==> src/boot_strap_pkg.sv <==
package boot_strap_pkg;

    // =====================================================================
    // apb register map
    // =====================================================================
    localparam int ADDR_W = 12;
    localparam int DATA_W = 32;
    localparam logic [ADDR_W-1:0] STRAP_VALUE_OFF = 12'h000;
    localparam logic [ADDR_W-1:0] BOOT_STATUS_OFF = 12'h004;
    localparam logic [ADDR_W-1:0] LOG_CTRL_OFF = 12'h008;

    // =====================================================================
    // strap bit layout (also the strap value register layout)
    // =====================================================================
    localparam int STRAP_W = 3;
    localparam int STRAP_A_BIT = 0;
    localparam int STRAP_B_BIT = 1;
    localparam int STRAP_C_BIT = 2;
    // pin c reads 1 through its pull-up when nobody drives it
    localparam logic [STRAP_W-1:0] STRAP_RESET_VAL = 3'h4;

    // =====================================================================
    // boot status register fields
    // =====================================================================
    localparam int ST_VALID_BIT = 0;
    localparam int ST_FLASH_BIT = 1;
    localparam int ST_DOWNLOAD_BIT = 2;
    localparam int ST_LOG_BIT = 3;
    localparam int ST_FUSE_LSB = 4;
    localparam int ST_RUNNING_BIT = 6;
    localparam int ST_RELEASED_BIT = 7;

    // log control register
    localparam int CTRL_MUTE_BIT = 0;
    localparam logic CTRL_MUTE_RESET = 1'b0;

    // =====================================================================
    // synchroniser lane layout
    // =====================================================================
    localparam int SY_W = 6;
    localparam int SY_EN = 0;
    localparam int SY_RST_N = 1;
    localparam int SY_PIN_A = 2;
    localparam int SY_PIN_B = 3;
    localparam int SY_PIN_C = 4;
    localparam int SY_PIN_C_OE = 5;

    // =====================================================================
    // types
    // =====================================================================
    typedef enum logic [1:0] {
        LOG_ALWAYS_ON = 2'h0,
        LOG_ON_WHEN_LOW = 2'h1,
        LOG_ON_WHEN_HIGH = 2'h2,
        LOG_ALWAYS_OFF = 2'h3
    } log_fuse_t;

    typedef enum logic [2:0] {
        PH_OFF = 3'b001,
        PH_CAPTURE = 3'b010,
        PH_RUN = 3'b100
    } phase_t;

endpackage : boot_strap_pkg

==> src/strap_sync.sv <==
module strap_sync #(
    parameter int W = 1
) (
    input wire logic pclk,
    input wire logic presetn,
    input wire logic [W-1:0] async_in,
    output logic [W-1:0] sync_out
);
    typedef struct packed {
        logic [W-1:0] first;
        logic [W-1:0] second;
    } sync_state_t;

    sync_state_t s_q;
    sync_state_t s_d;

    always_comb begin
        s_d = s_q;
        s_d.first = async_in;
        s_d.second = s_q.first;
    end

    always_ff @(posedge pclk or negedge presetn) begin
        if (!presetn) begin
            s_q <= '0;
        end else begin
            s_q <= s_d;
        end
    end

    assign sync_out = s_q.second;

endmodule : strap_sync

==> src/boot_strap_latch.sv <==
// Behaviour
// run while chip enable is high; power off when it is low
// every system reset captures each strap pin as a 0 or 1 bit
// captured bits hold until power-down, whatever the pins do later
// pin c has a pull-up; undriven it captures as 1
// captured strap bits are readable by software in the strap value register
// after reset the pins are released and the bits stop tracking them
// flash boot: a=1,c=1; download boot: a=1,b=1,c=0
// fuse 0: rom log enabled regardless of strap b
// fuse 1: rom log enabled when b is 0, disabled when 1
// fuse 2: rom log disabled when b is 0, enabled when 1
// fuse 3: rom log disabled regardless of strap b
// the board sets straps by resistors or gpios during power-on
// capture loads throughout reset and freezes at reset release
//
// Design decisions made here: the APB interface to the registers and the placing of the registers.
module boot_strap_latch (
    input wire logic pclk,
    input wire logic presetn,
    input wire logic [boot_strap_pkg::ADDR_W-1:0] paddr,
    input wire logic psel,
    input wire logic penable,
    input wire logic pwrite,
    input wire logic [boot_strap_pkg::DATA_W-1:0] pwdata,
    input wire logic [3:0] pstrb,
    output logic [boot_strap_pkg::DATA_W-1:0] prdata,
    output logic pready,
    output logic pslverr,
    input wire logic chip_enable_pin,
    input wire logic system_reset_n,
    input wire logic strap_pin_a,
    input wire logic strap_pin_b,
    input wire logic strap_pin_c,
    input wire logic strap_pin_c_ext_oe,
    input wire boot_strap_pkg::log_fuse_t boot_log_fuse,
    output logic chip_running,
    output logic strap_pins_released,
    output logic boot_flash,
    output logic boot_download,
    output logic rom_log_enable
);
    import boot_strap_pkg::*;

    // =====================================================================
    // decode helpers
    // =====================================================================
    function automatic logic is_flash_boot(input logic [STRAP_W-1:0] s);
        is_flash_boot = s[STRAP_A_BIT] & s[STRAP_C_BIT];
    endfunction : is_flash_boot

    function automatic logic is_download_boot(input logic [STRAP_W-1:0] s);
        is_download_boot = s[STRAP_A_BIT] & s[STRAP_B_BIT] & ~s[STRAP_C_BIT];
    endfunction : is_download_boot

    function automatic logic rom_log_on(input log_fuse_t fuse, input logic b);
        logic on;
        on = 1'b1;
        unique case (fuse)
            // fuse 0 always on
            LOG_ALWAYS_ON: on = 1'b1;
            // fuse 1 on when low
            LOG_ON_WHEN_LOW: on = ~b;
            // fuse 2 on when high
            LOG_ON_WHEN_HIGH: on = b;
            // fuse 3 always off
            LOG_ALWAYS_OFF: on = 1'b0;
        endcase
        rom_log_on = on;
    endfunction : rom_log_on

    // =====================================================================
    // state
    // =====================================================================
    typedef struct packed {
        phase_t phase;
        logic [STRAP_W-1:0] straps;
        logic valid;
        logic mute;
        logic running;
        logic released;
        logic flash;
        logic download;
        logic log_en;
        logic pready;
        logic pslverr;
        logic [DATA_W-1:0] prdata;
    } state_t;

    localparam state_t STATE_RESET = '{
        phase: PH_OFF,
        straps: STRAP_RESET_VAL,
        valid: 1'b0,
        mute: CTRL_MUTE_RESET,
        running: 1'b0,
        released: 1'b0,
        flash: 1'b0,
        download: 1'b0,
        log_en: 1'b0,
        pready: 1'b0,
        pslverr: 1'b0,
        prdata: '0
    };

    state_t s_q;
    state_t s_d;
    logic [SY_W-1:0] sy;
    logic en;
    logic rst_act;
    logic [STRAP_W-1:0] pins;

    // =====================================================================
    // pin synchronisers
    // =====================================================================
    // every pin lane resets to 0: enable off and system reset active
    strap_sync #(
        .W(SY_W)
    ) u_sync (
        .pclk(pclk),
        .presetn(presetn),
        .async_in({strap_pin_c_ext_oe, strap_pin_c, strap_pin_b, strap_pin_a, system_reset_n, chip_enable_pin}),
        .sync_out(sy)
    );

    assign en = sy[SY_EN];
    assign rst_act = ~sy[SY_RST_N];
    // pull-up wins when undriven
    assign pins[STRAP_C_BIT] = sy[SY_PIN_C_OE] ? sy[SY_PIN_C] : 1'b1;
    assign pins[STRAP_B_BIT] = sy[SY_PIN_B];
    assign pins[STRAP_A_BIT] = sy[SY_PIN_A];

    // =====================================================================
    // next state
    // =====================================================================
    always_comb begin
        logic [DATA_W-1:0] status;
        logic [DATA_W-1:0] rdata;
        logic hit;
        status = '0;
        rdata = '0;
        hit = 1'b0;
        s_d = s_q;

        unique case (s_q.phase)
            PH_OFF: begin
                // powered down state
                s_d.straps = STRAP_RESET_VAL;
                s_d.valid = 1'b0;
                s_d.mute = CTRL_MUTE_RESET;
                if (en) begin
                    s_d.phase = PH_CAPTURE;
                end
            end
            PH_CAPTURE: begin
                if (!en) begin
                    s_d.phase = PH_OFF;
                end else if (rst_act) begin
                    // load while in reset
                    s_d.straps = pins;
                end else begin
                    // release pins, freeze bits
                    s_d.phase = PH_RUN;
                    s_d.valid = 1'b1;
                end
            end
            PH_RUN: begin
                // an active system reset recaptures
                if (!en) begin
                    s_d.phase = PH_OFF;
                end else if (rst_act) begin
                    s_d.phase = PH_CAPTURE;
                end
            end
            default: begin
                s_d.phase = PH_OFF;
            end
        endcase

        // power-off drops the running flag
        s_d.running = (s_d.phase != PH_OFF);
        s_d.released = (s_d.phase == PH_RUN);

        // =================================================================
        // apb slave: one wait state, answer registered
        // =================================================================
        status[ST_VALID_BIT] = s_q.valid;
        status[ST_FLASH_BIT] = s_q.flash;
        status[ST_DOWNLOAD_BIT] = s_q.download;
        status[ST_LOG_BIT] = s_q.log_en;
        status[ST_FUSE_LSB +: 2] = boot_log_fuse;
        status[ST_RUNNING_BIT] = s_q.running;
        status[ST_RELEASED_BIT] = s_q.released;

        unique case (paddr)
            // captured bits readable
            STRAP_VALUE_OFF: begin
                rdata[STRAP_W-1:0] = s_q.straps;
                hit = 1'b1;
            end
            BOOT_STATUS_OFF: begin
                rdata = status;
                hit = 1'b1;
            end
            LOG_CTRL_OFF: begin
                rdata[CTRL_MUTE_BIT] = s_q.mute;
                hit = 1'b1;
            end
            default: begin
                hit = 1'b0;
            end
        endcase

        s_d.pready = 1'b0;
        s_d.pslverr = 1'b0;
        if (psel && penable && !s_q.pready) begin
            s_d.pready = 1'b1;
            s_d.pslverr = ~hit;
            s_d.prdata = (hit && !pwrite) ? rdata : '0;
        end

        // writes land on the completing edge only
        if (psel && penable && s_q.pready && pwrite && pstrb[0] && paddr == LOG_CTRL_OFF &&
            s_q.phase != PH_OFF) begin
            s_d.mute = pwdata[CTRL_MUTE_BIT];
        end

        // clear on the edge that enters power-off, or stale boot outputs linger one cycle
        if (s_d.phase == PH_OFF) begin
            s_d.straps = STRAP_RESET_VAL;
            s_d.valid = 1'b0;
            s_d.mute = CTRL_MUTE_RESET;
        end

        // boot mode decode
        s_d.flash = s_d.valid & is_flash_boot(s_d.straps);
        s_d.download = s_d.valid & is_download_boot(s_d.straps);
        // mute only silences the log once software has booted
        s_d.log_en = s_d.valid & ~s_d.mute & rom_log_on(boot_log_fuse, s_d.straps[STRAP_B_BIT]);
    end

    always_ff @(posedge pclk or negedge presetn) begin
        if (!presetn) begin
            s_q <= STATE_RESET;
        end else begin
            s_q <= s_d;
        end
    end

    assign prdata = s_q.prdata;
    assign pready = s_q.pready;
    assign pslverr = s_q.pslverr;
    assign chip_running = s_q.running;
    assign strap_pins_released = s_q.released;
    assign boot_flash = s_q.flash;
    assign boot_download = s_q.download;
    assign rom_log_enable = s_q.log_en;
endmodule : boot_strap_latch

==> config.mk <==
export PLATFORM = sky130hd
export DESIGN_NAME = boot_strap_latch
export DESIGN_NICKNAME = d
export VERILOG_FILES = /design/src/boot_strap_pkg.sv /design/src/strap_sync.sv /design/src/boot_strap_latch.sv
export SDC_FILE = /design/constraint.sdc
export NUM_CORES = 1
export LEC_CHECK = 0
export BUFFER_PORTS_ARGS = -buffer_cell sky130_fd_sc_hd__buf_2
export CAP_MARGIN = 10
export CORE_MARGIN = 10
export CORE_UTILIZATION = 46
export CTS_CLUSTER_DIAMETER = 80
export CTS_CLUSTER_SIZE = 20
export DETAILED_ROUTE_END_ITERATION = 12
export PLACE_DENSITY = 0.83
export SLEW_MARGIN = 15
export SYNTH_ARGS = -nofsm -noshare
export SYNTH_HDL_FRONTEND = slang
export SYNTH_SLANG_ARGS = --single-unit
==> constraint.sdc <==
create_clock -name pclk -period 4.7 [get_ports pclk]
set_input_delay 0.94 -clock pclk [delete_from_list [all_inputs] [get_ports pclk]]
set_output_delay 0.94 -clock pclk [all_outputs]
set_load 0.005 [all_outputs]
# Word level (Yosys, flattened, before mapping)

Cells that the tools add are included.

Input port bits: 61
Output and inout port bits: 39
Logic and storage cells: 71
Flip-flop bits (word level): 59

Bitwise gates (word level): 11
Equality and inequality tests: 12
Multiplexer cells: 21
Reductions and logical operators: 13

Operators with widths:

| cell                                                             | count |
|---|---|
| 34-bit two-way mux                                               | 1 |
| 32-bit two-way mux                                               | 1 |
| 3-bit two-way mux                                                | 6 |
| 12-bit by 3-bit == test with 1-bit output, second input constant | 1 |
| 12-bit by 4-bit == test with 1-bit output, second input constant | 1 |
| 12-bit zero test                                                 | 1 |
| 5-bit two-way mux                                                | 2 |
| 3-bit case mux with 3 select lines                               | 1 |
| 1-bit logical AND                                                | 8 |
| 4-bit case mux with 2 select lines                               | 1 |
| 1-bit AND                                                        | 7 |
| 3-bit by 1-bit == test with 1-bit output, second input constant  | 2 |
| 3-bit == test, second input constant                             | 2 |
| 3-bit by 1-bit != test with 1-bit output, second input constant  | 2 |
| 1-bit two-way mux                                                | 5 |
| 2-bit == test, second input constant                             | 2 |
| 4-bit two-way mux                                                | 1 |
| 1-bit NOT                                                        | 4 |
| 1-bit case mux with 4 select lines                               | 1 |
| 2-bit case mux with 2 select lines                               | 1 |
| 3-bit by 2-bit == test with 1-bit output, second input constant  | 1 |
| 1-bit case mux with 3 select lines                               | 1 |
| 3-bit OR reduction                                               | 1 |
| 2-bit by 1-bit == test with 1-bit output, second input constant  | 1 |
| other kinds (2)                                                  | 3 |

# Logic depth before layout (Yosys ltp)

Gate-level depths: netlist (run 1).

Depth in word-level cells: 11
Gate-level depth with buffers: 6

# Hierarchy

A second synthesis (run 1) with hierarchy kept.

Cells, all modules: 139
Area, all modules: 1,604.0 um^2

Modules (own cells, without submodules):

| module           | cells an instance | area an instance (um^2) | times used | seq. area each (um^2) |
|---|---|---|---|---|
| boot_strap_latch | 127               | 1,303.8                 | 1          | 578.1 |
| strap_sync       | 12                | 300.3                   | 1          | 300.3 |

# Worst setup path after synthesis (run 1)

No wires, ideal clock.

Path kind: in2reg
Start: input paddr[1] in the netlist's numbering
End: register s_q (netlist bit prdata[0])
Data arrival time: 2.093 ns
Path slack: 2.540 ns
Data required time: 4.634 ns
Buffers on the path: 0
Stages: 5
Setup time: 0.066 ns
Cell sequence: nor4_2 > nand3_2 > or4_4 > nor2_4 > a221o_1

Longest elaborated chain between the ends: 5

Ends and longest elaborated chain:

| what                                                              | line                    | RTL |
|---|---|---|
| start: declaration                                                | boot_strap_latch.sv:20  | `input wire logic [boot_strap_pkg::ADDR_W-1:0] paddr,` |
| 12-bit by 4-bit == test with 1-bit output (tied with other cells) | boot_strap_latch.sv:193 | `unique case (paddr)` |
| 3-bit OR reduction (no line)                                      | --                      |  |
| 1-bit two-way mux                                                 | boot_strap_latch.sv:193 |  |
| 1-bit logical AND                                                 | boot_strap_latch.sv:217 | `s_d.prdata = (hit && !pwrite) ? rdata : '0;` |
| 32-bit two-way mux (*)                                            | boot_strap_latch.sv:217 |  |
| end signal: assignment                                            | boot_strap_latch.sv:242 | `s_q <= STATE_RESET;` |
| end signal: assignment                                            | boot_strap_latch.sv:244 | `s_q <= s_d;` |
| end: declaration                                                  | boot_strap_latch.sv:104 | `state_t s_q;` |

Mark *: on every way between the ends. The rest lies on a longest branch, timed or not.
A chain may end at the register's enable or synchronous reset.

# Worst setup path in the final report (run 1)

Start: input psel
End: register s_q (netlist bit prdata[0])

Longest elaborated chain between the ends: 2

Ends and longest elaborated chain:

| what                           | line                    | RTL |
|---|---|---|
| start: declaration             | boot_strap_latch.sv:21  | `input wire logic psel,` |
| 1-bit logical AND (2 in a row) | boot_strap_latch.sv:214 | `if (psel && penable && !s_q.pready) begin` |

No other way between the ends.

==> impl_metrics.yaml, run 1 <==
timing:
  finalHoldViolCount: 0
  finalCriticalPeriod_ns: 2.070
  maxSlewHeadroom_pct: 51.69
  setup_violations: 0
  tns_ns: 0
  fin_crit_sh_pct: 44.03
  fin_skew_ns: 0.006286
  fmax_ghz: 0.4832
  maxSlewViolCount: 0
  rsz0062_at_grt: "no"
  worstMarginPinSlew_ns: 0.7247
layout:
  regArea_um2: 878.3
  layout-drive-gt1-share_pct: 33.71
  final_cell_mix: "buf_2, dfrtp_1, conb_1"
  syn_to_final_growth_pct: 7.491
  finish.utilization_pct: 52.56
  diodes: 0
  fin_nets: 239
  nFillCells: 348
  final_common_cell: "buf_2"
  multi_input_area_um2: 586.8
clock_network:
  insertion_delay_ns: 0.32
  ctsHoldBuffers: 0
  cts.sinks: 35
  postCtsSetupRepairBufs: 0
  cts_resized: 0
  htree_levels: 2
  clk_path_buf_depth: 2
  cts-root-buf: "clkbuf_4"
  cts_tree: "done"
  path_clk_slew_ns: 0.09
  cts_buffers: 5
worst_setup_path:
  required_ns: 4.97
  cp_slowest_cell: "or4_4"
  cp_top_family: "simple AND/OR/NAND/NOR gates"
  endpoint_kind: "register"
  crit_chain: "buf_2, nand2_2, or2_2, or4_4, nor2_4, a221o_1"
  cpPeakStageDelay_ns: 0.54
  critPathBufInv: 1
  arrival_ns: 2.34
  startpoint_type: "primary input"
  critPathKind: "in -> reg"
  critPathMaxFanout: 12
grt:
  antenna_found_initial: 0
  grt_pass1_vias: 1153
  gr-total-overflow: 0
  grt_first_pass_wirelength_mm: 5.064
  grt_usage_pct: 9.883
  grt_max_degree: 36
drt:
  finalWirelength_mm: 3.030
  met2WireLength_mm: 1.661
  wl_met1_mm: 1.100
  drt-initial-drc-count: 42
  drcViolationCount: 0
  avgRoutedWirePerCell_um: 13.53
  drtPass1Iterations: 4
  routed.top_layer: "met4"
  antenna_left: 0
  wl_met3_um: 252
  via_per_inst: 4.679
  via_count: 1048
power_and_ir_drop:
  pwr_density_cell_nw_per_um2: 288.2
  ir_drop_v: 0.0001732
  leakagePower_nw: 0.9097
logic_synthesis:
  ys_warn_count: 0
  synth_area_per_cell_um2: 11.60
  synth.top_cell.area_share_pct: 49.44
  yosysTopAreaCell: "dfrtp_1"
  ys_seq_area_share_pct: 52.58
  synth_cell_type_count: 43
  ys_ff_latch: 35
  synth_area_um2: 1670
  ys_top_cells_by_area: "dfrtp_1, buf_4, dfstp_2, a22o_1, nor4_4"
  netlist_instances: 144
placement:
  gp_congestion: 0.8322
  port_buffers: 41
  post-dp-hpwl_mm: 2.492
floorplan:
  dieArea_um2: 6442
  io_pins: 100
  die_h_um: 80.26
  fp.dieW_um: 80.26
  core_um2: 3416
  num_rows: 21
  start_util_pct: 48.90
worst_hold_path:
  min_path_type: "reg -> reg"
run:
  maxCapViolCount: 0
status:
  status: "finished, final reports clean"
==> worst paths after layout <==
check,from,endpoint,slack (ns),cells after the start
min reg2reg,u_sync.s_d[5],u_sync.sync_out[5],0.35,0
min,u_sync.s_d[5],u_sync.sync_out[5],0.35,0
max in group asynchronous,presetn,prdata[3],3.56,1
max reg2reg,s_q[44],rom_log_enable,2.92,5
min in group asynchronous,presetn,u_sync.s_d[0],0.67,1
max,psel,prdata[0],2.63,6
==> cell usage after synthesis, drive strengths merged <==
master and instances:
mux2i 4, or3b 1, a2111oi 1, o211ai 2, clkbuf 2, nand2b 1
a22o 5, a31oi 1, nor3 1, buf 35, a21oi 2, nand3b 1
nand3 3, mux2 1, xor2 1, or2 1, a221o 2, nand2 10
or4 1, xnor2 1, inv 6, a41oi 1, and2 2, o31ai 1
dfrtp 33, nor4b 1, nor2 5, nand4b 1, a211oi 1, nor2b 2
dfstp 2, nor4 4, o21a 2, nor3b 3, o21ai 3, conb 1
==> per-stage QoR <==
step	setup WS [ns]	instance area, um2	instances	hold WS (ns)	power [mW]
after floorplan	2.540	1757	167	0.3312	0.3734
after global placement	2.313	1750	217	0.3316	0.3804
after detailed placement	2.278	1750	217	0.3362	0.3828
after CTS	2.631	1795	224	0.3572	0.5249
after global routing	2.584	1795	224	0.3691	0.5523
final	2.630	1795	224	0.3543	0.5175
==> registers in the layout (all words and copies together), names as in the netlist <==
signal,flops
boot_download,1
boot_flash,1
chip_running,1
prdata,8
pready,1
pslverr,1
rom_log_enable,1
s_q,8
strap_pins_released,1
u_sync.s_d,6
u_sync.sync_out,6
==> layout make-up <==
class                           count  area share, %
Clock buffer                        7          2.509
Inverter                            6          1.254
Multi-Input combinational cell     89          32.68
Sequential cell                    35          48.92
Tap cell                           46          3.206
Timing Repair Buffer               41          11.43
==> per-layer routing <==
layer  up-vias  global-route usage [%]
met1       510                   9.675
met5         -                       0
met4         0                   3.345
met3         3                   4.343
met2        32                   18.06
li1        503                       -
==> where the power goes <==
part	internal (mW)	switching [mW]	leakage, nW	total (mW)
clock	0.0564	0.0844	0.0254	0.141
combinational	0.0209	0.0306	0.434	0.0516
sequential	0.314	0.0116	0.450	0.325
total	0.391	0.127	0.910	0.517
==> cell families (layout without fill, tap and decap cells) <==
group / Yosys count / in the layout / synth area share (%)
other cells: 1 / 24 / 0.2245
xor+xnor: 2 / 2 / 1.049
flops: 35 / 35 / 52.58
compound gates: 21 / 21 / 9.812
buf+inv: 43 / 54 / 17.45
simple gates: 37 / 37 / 15.81
mux: 5 / 5 / 3.071
No activity file was read; power rests on OpenSTA's default activity.
==> inputs of run 2 (changes only) <==
--- a/config.mk
+++ b/config.mk
@@ -8,11 +8,11 @@
 export BUFFER_PORTS_ARGS = -buffer_cell sky130_fd_sc_hd__buf_2
 export CAP_MARGIN = 10
 export CORE_MARGIN = 10
-export CORE_UTILIZATION = 46
+export CORE_UTILIZATION = 43
 export CTS_CLUSTER_DIAMETER = 80
 export CTS_CLUSTER_SIZE = 20
 export DETAILED_ROUTE_END_ITERATION = 12
-export PLACE_DENSITY = 0.83
+export PLACE_DENSITY = 0.79
 export SLEW_MARGIN = 15
 export SYNTH_ARGS = -nofsm -noshare
 export SYNTH_HDL_FRONTEND = slang
==> constraint.sdc (replaced) <==
create_clock -name pclk -period 1.91 [get_ports pclk]
set_input_delay 0.382 -clock pclk [delete_from_list [all_inputs] [get_ports pclk]]
set_output_delay 0.382 -clock pclk [all_outputs]
set_load 0.005 [all_outputs]
==> run 2 against run 1 <==
  * Clock skew grew 0.0033 ns
  * Largest power group unchanged
  * Non-clock buffer count is 4 higher
  * Flip-flop and latch count did not move
==> impl_metrics.yaml, run 2 (synthesis results as in run 1) <==
timing:
  fmax_ghz: 0.5780
  timing.final.ws_setup_ns: 0.1800
  setup_violations: 0
  rsz0062_at_grt: "no"
  worstMarginPinSlew_ns: 0.7382
  fin_crit_sh_pct: 90.58
  tns_ns: 0
  maxSlewHeadroom_pct: 50.79
  fin_skew_ns: 0.009589
  finalHoldViolCount: 0
  finalCriticalPeriod_ns: 1.730
  maxSlewViolCount: 0
worst_setup_path:
  rr_startpoint: "s_q[44]"
  arrival_ns: 1.91
  required_ns: 2.09
  critPathKind: "reg -> reg"
  cpPeakStageDelay_ns: 0.62
  cp_top_family: "compound AO/OA/AOI/OAI gates"
  startpoint_type: "register"
  reg2reg_slack_ns: 0.18
  crit_chain: "nor3b_1, a221o_1, a31oi_1, nor2b_1, a2111oi_2"
  critPathLaunch: "s_q[44]"
  endpoint_kind: "register"
  critPathBufInv: 0
  cp_slowest_cell: "dfstp_2"
  critPathMaxFanout: 9
clock_network:
  clk_path_buf_depth: 2
  cts_resized: 0
  htree_levels: 2
  cts.sinks: 35
  cts_tree: "done"
  insertion_delay_ns: 0.29
  cts-root-buf: "clkbuf_8"
  path_clk_slew_ns: 0.07
  cts_buffers: 5
  ctsHoldBuffers: 0
  postCtsSetupRepairBufs: 0
power_and_ir_drop:
  ir_drop_v: 0.0005357
  leakagePower_nw: 0.9556
  p_total_mw: 1.509
  pwr_density_cell_nw_per_um2: 801.5
drt:
  via_count: 1062
  drtPass1Iterations: 4
  finalWirelength_mm: 3.174
  antenna_left: 0
  via_per_inst: 4.597
  drt-initial-drc-count: 29
  avgRoutedWirePerCell_um: 13.74
  drcViolationCount: 0
grt:
  grt_pass1_vias: 1146
  antenna_found_initial: 0
  grt_first_pass_wirelength_mm: 5.016
  grt_usage_pct: 9.613
  gr-total-overflow: 0
  grt_max_degree: 36
floorplan:
  core_um2: 3716
  die_h_um: 82.33
  dieArea_um2: 6777
  io_pins: 100
  start_util_pct: 44.95
  fp.dieW_um: 82.33
  num_rows: 22
layout:
  final_common_cell: "buf_2"
  finish.utilization_pct: 50.67
  syn_to_final_growth_pct: 12.73
  layout-drive-gt1-share_pct: 36.07
  fin_nets: 243
  final_cells: 231
  final_cell_mix: "buf_2, dfrtp_1, conb_1"
  diodes: 0
placement:
  dp_slack_ns: 0.1108
  port_buffers: 41
  place_inst: 223
  gp_congestion: 0.7772
  post-dp-hpwl_mm: 2.536
status:
  status: "finished, final reports clean"
worst_hold_path:
  min_path_type: "in -> async"
run:
  maxCapViolCount: 0
[run 2: cell count changes in the layout (fill, tap and decap cells not counted), sizes merged]
cell,change
clkbuf,+1
buf,+4
[run 2: cell type report]
class,count,area [um2]
Tap cell,48,60.06
Fill cell,355,1833
Inverter,6,22.52
Timing Repair Buffer,45,235.2
Multi-Input combinational cell,89,586.8
Clock buffer,8,100.1
Sequential cell,35,878.3
[run 2: final timing paths]
path                                            to  depth (start not counted)
worst min-delay path                       pslverr                          1
worst max register to register      rom_log_enable                          5
min in group pclk                    u_sync.s_d[5]                          1
worst min register to register  u_sync.sync_out[3]                          0
max in group asynchronous            u_sync.s_d[1]                          1
worst max-delay path                rom_log_enable                          5
[run 2: worst reg2reg max path, cell delays in order, from the launching register on]
cell       delay (ns)
dfstp_2          0.62
nor3b_1          0.09
a221o_1          0.32
a31oi_1          0.29
nor2b_1          0.10
a2111oi_2        0.20
[run 2: layer usage]
metal,track usage (%),up-vias,wire length (um)
li1,-,513,-
met1,10.24,496,1200
met2,15.79,45,1569
met3,4.212,8,337
met4,5.102,0,66
met5,0,-,0
[run 2: power by group]
group / switching (mW) / total [mW] / internal, mW / leakage, nW
combinational: 0.0775 / 0.137 / 0.0596 / 0.454
sequential: 0.0289 / 0.802 / 0.773 / 0.450
clock: 0.242 / 0.571 / 0.329 / 0.0515
[run 2: stage by stage]
step	hold slack, ns	instance area, um2
after floorplan	0.08641	1757
after global placement	0.3316	1783
after detailed placement	0.3347	1783
after CTS	0.1818	1883
after global routing	0.1858	1883
final	0.1512	1883
==> inputs of run 3 (changes only) <==
--- a/config.mk
+++ b/config.mk
@@ -12,7 +12,9 @@
 export CTS_CLUSTER_DIAMETER = 80
 export CTS_CLUSTER_SIZE = 20
 export DETAILED_ROUTE_END_ITERATION = 12
-export PLACE_DENSITY = 0.79
+export GPL_ROUTABILITY_DRIVEN = 0
+export PLACE_DENSITY = 0.8
+export REMOVE_ABC_BUFFERS = 1
 export SLEW_MARGIN = 15
 export SYNTH_ARGS = -nofsm -noshare
 export SYNTH_HDL_FRONTEND = slang
==> run 3 against run 2 <==
  * Clock-buffer cell count down 1
  * Total power down 2.9%
  * Core utilization down 0.44 points
  * Fmax down 2.1%
  * Cell count down 0.43%
  * Via count down 0.38%
  * Flip-flop and latch count unchanged
  * Combinational power about the same
  * Sequential share of layout area up 0.41 points
  * Worst setup slack worse by 0.037 ns
  * Final area down 0.86%
==> impl_metrics.yaml, run 3 (synthesis results as in run 1) <==
worst_setup_path:
  cp_slowest_cell: "dfstp_2"
  critPathKind: "reg -> reg"
  rr_endpoint: "rom_log_enable"
  cp_top_family: "compound AO/OA/AOI/OAI gates"
  endpoint_kind: "register"
  cpPeakStageDelay_ns: 0.62
  r2r_cells: 5
  worst-path-stages: 5
  reg2reg_slack_ns: 0.14
  crit_chain: "nor3b_1, a221o_1, a31oi_1, nor2b_1, a2111oi_2"
  critPathBufInv: 0
  rr_startpoint: "s_q[44]"
  required_ns: 2.08
  critPathMaxFanout: 9
  startpoint_type: "register"
  arrival_ns: 1.93
floorplan:
  start_util_pct: 44.95
  die_h_um: 82.33
  fp.dieW_um: 82.33
  core_um2: 3716
  io_pins: 100
  num_rows: 22
  dieArea_um2: 6777
timing:
  fmax_ghz: 0.5660
  worstMarginPinSlew_ns: 0.7454
  timing.final.ws_setup_ns: 0.1433
  tns_ns: 0
  finalCriticalPeriod_ns: 1.767
  maxSlewHeadroom_pct: 50.30
  fin_skew_ns: 0.006433
  finalHoldViolCount: 0
  maxSlewViolCount: 0
  setup_violations: 0
  rsz0062_at_grt: "no"
  fin_crit_sh_pct: 92.50
clock_network:
  ctsHoldBuffers: 0
  cts_resized: 0
  path_clk_slew_ns: 0.07
  postCtsSetupRepairBufs: 0
  htree_levels: 2
  cts-root-buf: "clkbuf_8"
  cts_tree: "done"
  cts_buffers: 5
  cts.sinks: 35
  insertion_delay_ns: 0.28
  clk_path_buf_depth: 2
power_and_ir_drop:
  power.share.sequential_pct: 54.7
  ir_drop_v: 0.0005310
  switching_power_mw: 0.3472
  internal_power_mw: 1.119
  netSwitchingFraction_pct: 23.69
  pwr_density_cell_nw_per_um2: 785.2
  leakagePower_nw: 0.9478
  p_clk_share_pct: 36.2
  p_total_mw: 1.466
  p_comb_share_pct: 9.1
status:
  status: "finished, final reports clean"
grt:
  grt_max_degree: 36
  grt_pass1_vias: 1164
  grt_usage_pct: 9.786
  gr-total-overflow: 0
  grt_first_pass_wirelength_mm: 5.099
  antenna_found_initial: 0
drt:
  via_per_inst: 4.600
  finalWirelength_mm: 3.257
  drtPass1Iterations: 4
  antenna_left: 0
  drt-initial-drc-count: 16
  drcViolationCount: 0
  avgRoutedWirePerCell_um: 14.16
  via_count: 1058
placement:
  place_inst: 222
  postPlaceCellArea_um2: 1775
  post-dp-hpwl_mm: 2.606
  port_buffers: 41
  dp_slack_ns: 0.06881
layout:
  layout-drive-gt1-share_pct: 35.71
  final_cell_mix: "buf_2, dfrtp_1, conb_1"
  final_cells: 230
  diodes: 0
  fin_nets: 242
  final_common_cell: "buf_2"
  final_cell_area_um2: 1867
  syn_to_final_growth_pct: 11.76
run:
  maxCapViolCount: 0
worst_hold_path:
  min_path_type: "in -> async"
run 3: cell count changes in the layout (fill, tap and decap cells not counted):
cell / previous run / this run
clkinv_2: 0 / 1
clkbuf_8: 7 / 6
buf_4: 4 / 3
run 3: power by group through the flow:
stage / Sequential [mW] / Combinational (mW) / Clock, mW
floorplan: 0.809 / 0.0626 / 0
CTS: 0.802 / 0.134 / 0.550
finish: 0.802 / 0.134 / 0.530
global placement: 0.813 / 0.128 / 0
global route: 0.806 / 0.152 / 0.590
detailed placement: 0.815 / 0.134 / 0
run 3: area by class of cell:
type / count / area, um2
clock buffer: 7 / 86.33
clock inverter: 1 / 5.005
fill: 360 / 1849
inverter: 6 / 22.52
multi-input combinational: 89 / 586.8
sequential: 35 / 878.3
tap: 48 / 60.06
timing repair buffer: 44 / 227.7
run 3: stage by stage:
stage | util (%) | hold slack [ns]
2_1_floorplan | - | 0.08641
3_3_place_gp | 47.78 | 0.3322
3_5_place_dp | 47.78 | 0.3347
4_1_cts | 50.24 | 0.1886
5_1_grt | 50.24 | 0.1839
6_report | 50.24 | 0.1632
run 3: routing by layer:
metal,GRT usage (%),wire length (um),up-vias
li1,-,-,509
met1,10.28,1175,501
met2,16.87,1620,44
met3,3.780,429,4
met4,4.592,30,0
met5,0,0,-
run 3: worst max-delay path by stage:
stage | startpoint | endpoint | slack, ns
after floorplan | psel | prdata[0] | 0.26
after global placement | paddr[1] | prdata[0] | 0.11
after detailed placement | paddr[7] | prdata[4] | 0.07
after CTS | s_q[44] | rom_log_enable | 0.15
after global routing | s_q[44] | rom_log_enable | 0.03
final | s_q[44] | rom_log_enable | 0.14
run 3: worst register-to-register path, delay by kind of cell, from the launching register on:
kind / cells / cell delay, ns
compound gates: 3 / 0.83
flops: 1 / 0.62
simple gates: 2 / 0.20
